## src/verilog/mul_neg_pkg.sv

```systemverilog
// Constants, modes and carrier types for the multiply, negate and idle execution datapath.
package mul_neg_pkg;

    // ****************************************
    // Widths and addressing
    // ****************************************
    localparam int          ADDR_W        = 12;
    localparam int          BANK_W        = ADDR_W - 8;
    localparam logic [7:0]  ACCESS_SPLIT  = 8'h60;
    localparam logic [7:0]  INDEX_LIMIT   = 8'h5F;

    // ****************************************
    // Opcode patterns
    // ****************************************
    localparam logic [7:0]  OPC_MUL_LIT   = 8'h0D;
    localparam logic [6:0]  OPC_MUL_REG   = 7'h01;
    localparam logic [6:0]  OPC_NEG       = 7'h36;
    localparam logic [3:0]  OPC_IDLE_HI   = 4'hF;
    localparam logic [15:0] OPC_IDLE_ZERO = 16'h0000;

    // ****************************************
    // Register port map and reset values
    // ****************************************
    localparam logic [1:0]  REG_CTRL      = 2'h0;
    localparam logic [1:0]  REG_PROD_LO   = 2'h1;
    localparam logic [1:0]  REG_PROD_HI   = 2'h2;
    localparam logic [1:0]  REG_STATUS    = 2'h3;
    localparam int          CTRL_EXT_BIT  = 0;
    localparam logic        EXT_EN_RST    = 1'b0;
    localparam logic [15:0] PROD_RST      = 16'h0000;
    localparam logic [7:0]  BYTE_ZERO     = 8'h00;
    localparam logic [7:0]  BYTE_ONE      = 8'h01;
    localparam logic [7:0]  BYTE_MIN_NEG  = 8'h80;
    localparam logic [3:0]  NIBBLE_ZERO   = 4'h0;

    // ****************************************
    // Types
    // ****************************************
    typedef enum logic [1:0] {PH_Q1, PH_Q2, PH_Q3, PH_Q4} phase_t;
    typedef enum logic [1:0] {OP_IDLE, OP_MUL_LIT, OP_MUL_REG, OP_NEG} op_t;

    typedef struct packed {
        logic negative;
        logic signed_excess_flag;
        logic zero;
        logic nibble_carry_flag;
        logic carry;
    } flags_t;

    localparam flags_t FLAGS_RST = '{1'b0, 1'b0, 1'b0, 1'b0, 1'b0};

    typedef struct packed {
        logic       wr;
        logic       rd;
        logic [1:0] addr;
        logic [7:0] wdata;
    } bus_req_t;

    typedef struct packed {
        logic              rd;
        logic              wr;
        logic [ADDR_W-1:0] addr;
        logic [7:0]        wdata;
    } mem_req_t;

endpackage

```

## src/verilog/operand_addr.sv

```systemverilog
// Data-memory address former for byte operands: bank, access bank and indexed offset.
`timescale 1ns/10ps
`default_nettype none
module operand_addr
    import mul_neg_pkg::*;
(
    input  wire logic [7:0]        fld,
    input  wire logic              bank_sel,
    input  wire logic              ext_en,
    input  wire logic [BANK_W-1:0] bank_selector_reg,
    input  wire logic [ADDR_W-1:0] index_base,
    output logic      [ADDR_W-1:0] addr,
    output logic                   indexed
);

    always_comb
    begin
        indexed = 1'b0;
        if (bank_sel)
        begin
            addr = {bank_selector_reg, fld};
        end
        else if (ext_en && (fld <= INDEX_LIMIT))
        begin
            indexed = 1'b1;
            addr    = ADDR_W'(index_base + {{(ADDR_W-8){1'b0}}, fld});
        end
        // The access bank splits between the bottom of bank zero and the top bank.
        else if (fld < ACCESS_SPLIT)
        begin
            addr = {{BANK_W{1'b0}}, fld};
        end
        else
        begin
            addr = {{BANK_W{1'b1}}, fld};
        end
    end

endmodule // operand_addr
`default_nettype wire

```

## src/verilog/mul_negate_nop_exec.sv

```systemverilog
// Execution datapath for literal multiply, register multiply, negate and idle instructions.
//
// Overview of operation
// - Literal multiply: accumulator times 8-bit literal, 16-bit product, high byte upper.
// - Both multiplies leave all status flags alone, zero product not flagged.
// - Register multiply: accumulator times addressed byte into the product pair.
// - Register multiply writes neither accumulator nor source byte, only product.
// - Addressing bit 0 picks access bank; 1 uses bank selector register.
// - Bit 0 with extended set: operand at or below 95 uses indexed offset.
// - Negate writes the two's complement of the addressed byte back in place.
// - Negate updates negative, overflow, carry, nibble carry and zero flags.
// - Negate opcode: upper seven bits 0110110, addressing bit, 8-bit operand.
//
// The implementer's own choices: the placing of the registers and the address-and-strobe port.
`timescale 1ns/10ps
`default_nettype none
module mul_negate_nop_exec
    import mul_neg_pkg::*;
(
    input  wire logic              clk,
    input  wire logic              sys_rst,
    input  wire logic              instr_valid,
    input  wire logic [15:0]       instr_word,
    output logic                   instr_ready,
    input  wire logic [7:0]        acc_value,
    input  wire logic [BANK_W-1:0] bank_selector_reg,
    input  wire logic [ADDR_W-1:0] index_base,
    output mem_req_t               mem_req,
    input  wire logic [7:0]        mem_rdata,
    output logic      [7:0]        product_high_byte,
    output logic      [7:0]        product_low_byte,
    output flags_t                 status_flags,
    input  wire bus_req_t          bus_req,
    output logic      [7:0]        bus_rdata
);

    // ****************************************
    // State
    // ****************************************
    typedef struct packed {
        phase_t      phase;
        op_t         op;
        logic [7:0]  lit;
        mem_req_t    mem;
        logic [15:0] res;
        flags_t      fres;
        logic [15:0] prod;
        flags_t      flags;
        logic        ext_en;
        logic [7:0]  rdata;
    } state_t;

    localparam state_t ST_RST = '{
        phase : PH_Q1,
        op    : OP_IDLE,
        lit   : BYTE_ZERO,
        mem   : '{1'b0, 1'b0, {ADDR_W{1'b0}}, BYTE_ZERO},
        res   : PROD_RST,
        fres  : FLAGS_RST,
        prod  : PROD_RST,
        flags : FLAGS_RST,
        ext_en: EXT_EN_RST,
        rdata : BYTE_ZERO
    };

    state_t            s_r;
    state_t            s_nxt;
    logic [ADDR_W-1:0] calc_addr;
    logic              calc_indexed;
    logic [7:0]        neg_val;
    logic [7:0]        mul_operand;
    logic              dec_mul_lit;
    logic              dec_mul_reg;
    logic              dec_neg;
    logic              dec_idle;

    // ****************************************
    // Decode and operand address
    // ****************************************
    // Multiply, negate and idle patterns.
    assign dec_mul_lit = (instr_word[15:8] == OPC_MUL_LIT);
    assign dec_mul_reg = (instr_word[15:9] == OPC_MUL_REG);
    assign dec_idle    = (instr_word == OPC_IDLE_ZERO) || (instr_word[15:12] == OPC_IDLE_HI);
    assign dec_neg     = (instr_word[15:9] == OPC_NEG);

    operand_addr u_operand_addr (
        .fld              (instr_word[7:0]),
        .bank_sel         (instr_word[8]),
        .ext_en           (s_r.ext_en),
        .bank_selector_reg(bank_selector_reg),
        .index_base       (index_base),
        .addr             (calc_addr),
        .indexed          (calc_indexed)
    );

    assign neg_val     = 8'(~mem_rdata + BYTE_ONE);
    assign mul_operand = (s_r.op == OP_MUL_LIT) ? s_r.lit : mem_rdata;

    // ****************************************
    // Next state
    // ****************************************
    always_comb
    begin
        s_nxt        = s_r;
        s_nxt.mem.rd = 1'b0;
        s_nxt.mem.wr = 1'b0;
        s_nxt.rdata  = BYTE_ZERO;
        unique case (s_r.phase)
            PH_Q1:
            begin
                // Take the word at the first phase.
                s_nxt.phase = PH_Q2;
                s_nxt.op    = OP_IDLE;
                s_nxt.lit   = instr_word[7:0];
                if (instr_valid && !dec_idle)
                begin
                    if (dec_mul_lit)
                    begin
                        s_nxt.op = OP_MUL_LIT;
                    end
                    else if (dec_mul_reg || dec_neg)
                    begin
                        s_nxt.op       = dec_neg ? OP_NEG : OP_MUL_REG;
                        s_nxt.mem.rd   = 1'b1;
                        s_nxt.mem.addr = calc_addr;
                    end
                end
            end
            PH_Q2:
            begin
                s_nxt.phase = PH_Q3;
            end
            PH_Q3:
            begin
                s_nxt.phase = PH_Q4;
                s_nxt.res   = 16'(acc_value) * 16'(mul_operand);
                if (s_r.op == OP_NEG)
                begin
                    // Result goes back to the same address.
                    s_nxt.mem.wr                  = 1'b1;
                    s_nxt.mem.wdata               = neg_val;
                    s_nxt.fres.negative           = neg_val[7];
                    s_nxt.fres.signed_excess_flag = (mem_rdata == BYTE_MIN_NEG);
                    s_nxt.fres.zero               = (neg_val == BYTE_ZERO);
                    s_nxt.fres.nibble_carry_flag  = (mem_rdata[3:0] == NIBBLE_ZERO);
                    s_nxt.fres.carry              = (mem_rdata == BYTE_ZERO);
                end
            end
            PH_Q4:
            begin
                s_nxt.phase = PH_Q1;
                // Multiplies touch only the product pair.
                if ((s_r.op == OP_MUL_LIT) || (s_r.op == OP_MUL_REG))
                begin
                    s_nxt.prod = s_r.res;
                end
                if (s_r.op == OP_NEG)
                begin
                    s_nxt.flags = s_r.fres;
                end
            end
        endcase
        // Mode changes apply from the next instruction taken; one in flight keeps its address.
        if (bus_req.wr && (bus_req.addr == REG_CTRL))
        begin
            s_nxt.ext_en = bus_req.wdata[CTRL_EXT_BIT];
        end
        if (bus_req.rd)
        begin
            unique case (bus_req.addr)
                REG_CTRL:    s_nxt.rdata = {7'h00, s_r.ext_en};
                REG_PROD_LO: s_nxt.rdata = s_r.prod[7:0];
                REG_PROD_HI: s_nxt.rdata = s_r.prod[15:8];
                REG_STATUS:  s_nxt.rdata = {3'h0, s_r.flags};
            endcase
        end
    end

    always_ff @(posedge clk)
    begin
        if (sys_rst)
        begin
            s_r <= ST_RST;
        end
        else
        begin
            s_r <= s_nxt;
        end
    end

    // ****************************************
    // Outputs
    // ****************************************
    assign instr_ready       = (s_r.phase == PH_Q1);
    assign mem_req           = s_r.mem;
    assign product_high_byte = s_r.prod[15:8];
    assign product_low_byte  = s_r.prod[7:0];
    assign status_flags      = s_r.flags;
    assign bus_rdata         = s_r.rdata;
endmodule // mul_negate_nop_exec
`default_nettype wire

```

## config.mk

```make
export PLATFORM = sky130hd
export DESIGN_NAME = mul_negate_nop_exec
export DESIGN_NICKNAME = d
export VERILOG_FILES = /design/src/verilog/mul_neg_pkg.sv /design/src/verilog/operand_addr.sv /design/src/verilog/mul_negate_nop_exec.sv
export SDC_FILE = /design/constraint.sdc
export NUM_CORES = 1
export LEC_CHECK = 0
export ABC_AREA = 1
export BUFFER_PORTS_ARGS = -buffer_cell sky130_fd_sc_hd__buf_2
export CAP_MARGIN = 20
export CORE_ASPECT_RATIO = 0.75
export CORE_MARGIN = 1.5
export CORE_UTILIZATION = 40
export DETAILED_ROUTE_END_ITERATION = 10
export GPL_ROUTABILITY_DRIVEN = 0
export SYNTH_ARGS = -nofsm -noshare
export SYNTH_HDL_FRONTEND = slang
export SYNTH_SLANG_ARGS = --single-unit
export TNS_END_PERCENT = 5
```

## constraint.sdc

```tcl
create_clock -name clk -period 6.65 [get_ports clk]
set_clock_uncertainty 0.2 [all_clocks]
set_input_delay 0.665 -clock clk [delete_from_list [all_inputs] [get_ports clk]]
set_output_delay 0.665 -clock clk [all_outputs]
set_load 0.1 [all_outputs]
```

==> summary.md <==
| Metric | Value |
|---|---|
| Sequential cell area fraction in the yosys report | `between 20 and 30%` |
| Sequential share of power | `32.4%` |
| Seq cells post-synth | `84` |
| Cell leakage power | `0.003788 uW` |
| Post-CTS clock slew at the launch and capture registers of the worst setup and hold paths | `about 0.060 ns` |
| Met1 routing resource usage after global routing | `30.53%` |
| # port buffers | `107` |
| Mapped Cells | `910` |
| Synthesized Nets | `1060` |
| CTS sink cnt | `84` |
| Top-area cell type share of the netlist area | `25.97%` |
| Combinational cell fraction of total power | `41.7%` |
| Worst reg2reg startpoint | `s_r[81]` |
| Clk_lat worst skew | `0.33 ns` |
| Number of core rows | `40` |
| Area contributors post-synth | `sky130_fd_sc_hd__dfxtp_1, sky130_fd_sc_hd__fa_1, sky130_fd_sc_hd__ha_1` |
| Half-perimeter wire length after detailed placement | `between 10 and 15 mm` |
| Vias in the first global route | `5398` |
| Internal power consumption | `approximately 1100 uW` |
| Total of cells resized after clock tree synthesis | `0` |
| Hold-fix buffer count after cts | `0` |
| Clock root buffer | `sky130_fd_sc_hd__clkbuf_16` |
| Pre-CTS setup slack | `1.471 ns` |
| Maximum fanout encountered on the critical timing path | `16` |
| Initial Util | `around two fifths` |
| Sum of negative setup slack | `0 ns` |
| Min setup slack post-route | `between 1 and 1.5 ns` |
| Unique masters post-synth | `37` |
| Largest net degree at the start of global routing | `30` |
| P&R area growth vs syn | `9.892%` |
| Element type at the critical path start | `flip-flop` |
| DRC errors left | `0` |
| GR Util met2 | `28.50%` |
| Chip Height | `~110 um` |
| Max_slew headroom | `39.38%` |
| CTS tree | `built` |
| Number of inserted diodes | `0` |
| Overall global routing resource usage | `19.91%` |
| Maximum vdd ir drop | `roughly 0.10 mV` |
| Run status | `finished clean` |
| Wire length after detailed routing | `between 15 and 20 mm` |
| Post-synthesis cell area | `~6500 um2` |
| Crit path max-delay cell type | `sky130_fd_sc_hd__fa_1` |
| Vias post-DR | `5650` |
| First DRT Iteration DRCs | `382` |
| Total of warnings raised by yosys | `0` |
| Worst stage delay on the critical path | `0.55 ns` |
| Final instance count without filler cells | `1177` |
| Most Frequent Cell on Critical Path | `sky130_fd_sc_hd__inv_1` |
| Number of antenna violations at the first check in global routing | `0` |
| Minimum setup slack among reg-to-reg paths | `around 1.5 ns` |
| Buffer count from post-CTS setup fixing | `0` |
| Number of nets in the layout | `1112` |
| Final setup vio count | `0` |
| Slew Limit Fails | `0` |
| Final hold viol count | `0` |
| Number of enable flip-flop cells after synthesis | `0` |
| Cell type with the largest total area after synthesis | `sky130_fd_sc_hd__dfxtp_1` |
| Min-Delay Endpoint | `product_high_byte[3]` |
| Min Clock Period, post-route | `5.168 ns` |
| Top library cells by usage in the layout, fill and taps aside | `sky130_fd_sc_hd__nor2_1, sky130_fd_sc_hd__inv_1, sky130_fd_sc_hd__nand2_1` |
| Area enclosed by the die boundary | `16970 um2` |
| Part of the total power dissipated in the clock network | `25.9%` |
| Top-level port count | `about 120` |
| Category of the critical setup timing path | `reg2reg` |
| Total congestion overflow | `0` |
| Average wire per standard cell | `~14 um` |
| Kind of path behind the tightest hold check | `reg2reg` |
| Gr busiest metal | `met1` |
| Vias per cell | `between 4 and 5` |
| Maximum number of buffers from clock root to sink | `2` |
| Depth of the worst register-to-register path | `20` |
| Fraction of layout instances using a drive strength above 1 | `14.99%` |
| Actual slew at the worst max-slew pin | `a little over 0.9 ns` |
| Die Span X | `149.9 um` |
| Min-Delay Path Depth | `2` |
| DR pass1 iterations | `5` |
| Dpl cells | `roughly 1200` |
| Number of nets with antenna violations after routing | `0` |
| Arrival time reported for the critical path endpoint | `5.19 ns` |
| Sequence of cells on the critical path | `ha_1 -> o21ai_0 -> buf_4 -> inv_1 -> nand2_1 -> fa_1 -> fa_1 -> inv_1 -> fa_1 -> inv_1 -> fa_1 -> inv_1 -> ha_1 -> a21oi_1 -> o21ai_0 -> a21oi_1 -> or2_1 -> nand3_1 -> o211ai_1 -> inv_1` |
| Worst path required time | `roughly 6.7 ns` |
| Filler cell count | `1684` |
| Critical path capture point type | `flip-flop` |
| Wire length of the first global-routing pass | `27.07 mm` |
| Most common library cell in the layout ignoring fill and taps | `sky130_fd_sc_hd__nor2_1` |
| Total power per unit cell area | `246.4 nW/um2` |
| F_max | `193.5 MHz` |
| Total clock buffers created by CTS | `9` |
| Reg-to-reg critical path endpoint | `s_r[45]` |
| Switching share of power | `39.11%` |
| Core area | `15920 um2` |
| H-tree depth reported by CTS | `3` |
| Reported net switching power | `685.8 uW` |
| Post-synth top flop | `sky130_fd_sc_hd__dfxtp_1` |
| Origin of the worst min-delay path | `s_r[46]` |
| Synth async-reset ratio | `0%` |
| RSZ-0062 raised after global routing | `no` |
| Routing usage on met3 | `under 10%` |
| Final cycle utilization of the critical path | `77.72%` |
| Max-Cap Viols | `0` |
| Synthesized area divided by synthesized cell count | `7.117 um2` |
[critical path: cells and delay by family, from the launching register on]
family / cells / cell delay, ns
fa+ha+maj: 6 / 2.92
simple gates: 3 / 0.28
buf+inv: 6 / 0.50
compound gates: 5 / 0.80
flops: 1 / 0.36
[layout make-up]
class	count	area (um2)	share of cell area, %
clock buffers	12	246.5	3.463
clock inverters	4	25.02	0.3516
inverters	150	563.0	7.911
multi-input cells	605	3761	52.85
flip-flops and latches	84	1682	23.63
well taps	210	262.8	3.692
repair buffers	112	576.8	8.105
[layer usage]
layer / up-vias / wire length [um]
li1: 2925 / -
met5: - / 0
met4: 0 / 105
met2: 156 / 6317
met1: 2560 / 8668
met3: 9 / 973
[sequential cells by signal, indices dropped and copies added, names as in the netlist]
| name | count |
|---|---|
| mem_req | 22 |
| bus_rdata | 8 |
| s_r | 33 |
| status_flags | 5 |
| product_high_byte | 8 |
| product_low_byte | 8 |
[stage by stage]
stage               power, uW  hold WS (ns)  area (um2)  util, %
global placement         1300        0.2443        6834    42.94
CTS                      1768        0.2643        7117    44.72
detailed placement       1306        0.2552        6845    43.01
finish                   1753        0.2631        7117    44.72
floorplan                1129        0.2242        6476        -
global route             1916        0.2860        7117    44.72
[how the worst max path moves through the flow]
stage	to	start	slack, ns	cells after the start
finish	s_r[45]	s_r[81]	1.48	20
global route	s_r[46]	s_r[81]	1.09	20
CTS	s_r[45]	s_r[81]	1.47	20
detailed placement	s_r[46]	mem_rdata[4]	1.47	20
global placement	s_r[46]	mem_rdata[4]	1.50	20
floorplan	s_r[46]	mem_rdata[6]	1.88	19
[cells in the mapped netlist (2+ instances only)]
master / number
sky130_fd_sc_hd__a21o_1: 2
sky130_fd_sc_hd__a21oi_1: 59
sky130_fd_sc_hd__a221oi_1: 2
sky130_fd_sc_hd__buf_2: 4
sky130_fd_sc_hd__buf_4: 51
sky130_fd_sc_hd__clkbuf_1: 14
sky130_fd_sc_hd__dfxtp_1: 84
sky130_fd_sc_hd__fa_1: 37
sky130_fd_sc_hd__ha_1: 50
sky130_fd_sc_hd__inv_1: 142
sky130_fd_sc_hd__inv_2: 8
sky130_fd_sc_hd__nand2_1: 134
sky130_fd_sc_hd__nand2_2: 3
sky130_fd_sc_hd__nand3_1: 41
sky130_fd_sc_hd__nand4_1: 9
sky130_fd_sc_hd__nor2_1: 146
sky130_fd_sc_hd__nor2_2: 2
sky130_fd_sc_hd__nor3_1: 3
sky130_fd_sc_hd__o211ai_1: 7
sky130_fd_sc_hd__o21a_1: 2
sky130_fd_sc_hd__o21ai_0: 65
sky130_fd_sc_hd__o21ai_1: 15
sky130_fd_sc_hd__o21bai_1: 2
sky130_fd_sc_hd__or2_1: 3
sky130_fd_sc_hd__xnor2_1: 3
sky130_fd_sc_hd__xor2_1: 11
[kinds of logic (layout without fill, tap and decap cells)]
| kind of cell | Yosys count | in the layout | share of synthesized area, % |
|---|---|---|---|
| AO/OA/AOI/OAI | 157 | 157 | 12.98 |
| flip-flops | 84 | 84 | 25.97 |
| AND/OR/NAND/NOR | 347 | 347 | 22.10 |
| buffers and inverters | 221 | 278 | 15.96 |
| XOR/XNOR | 14 | 14 | 1.893 |
| adder cells (fa/ha/maj) | 87 | 87 | 21.10 |
[power groups by stage]
stage                     Combinational, uW  Clock (uW)  Sequential, uW
final                                   731         453             569
after global routing                    854         487             575
after CTS                               733         466             569
after detailed placement                726           0             579
after global placement                  722           0             579
after floorplan                         557           0             573
(Power assumes the default switching activity.)
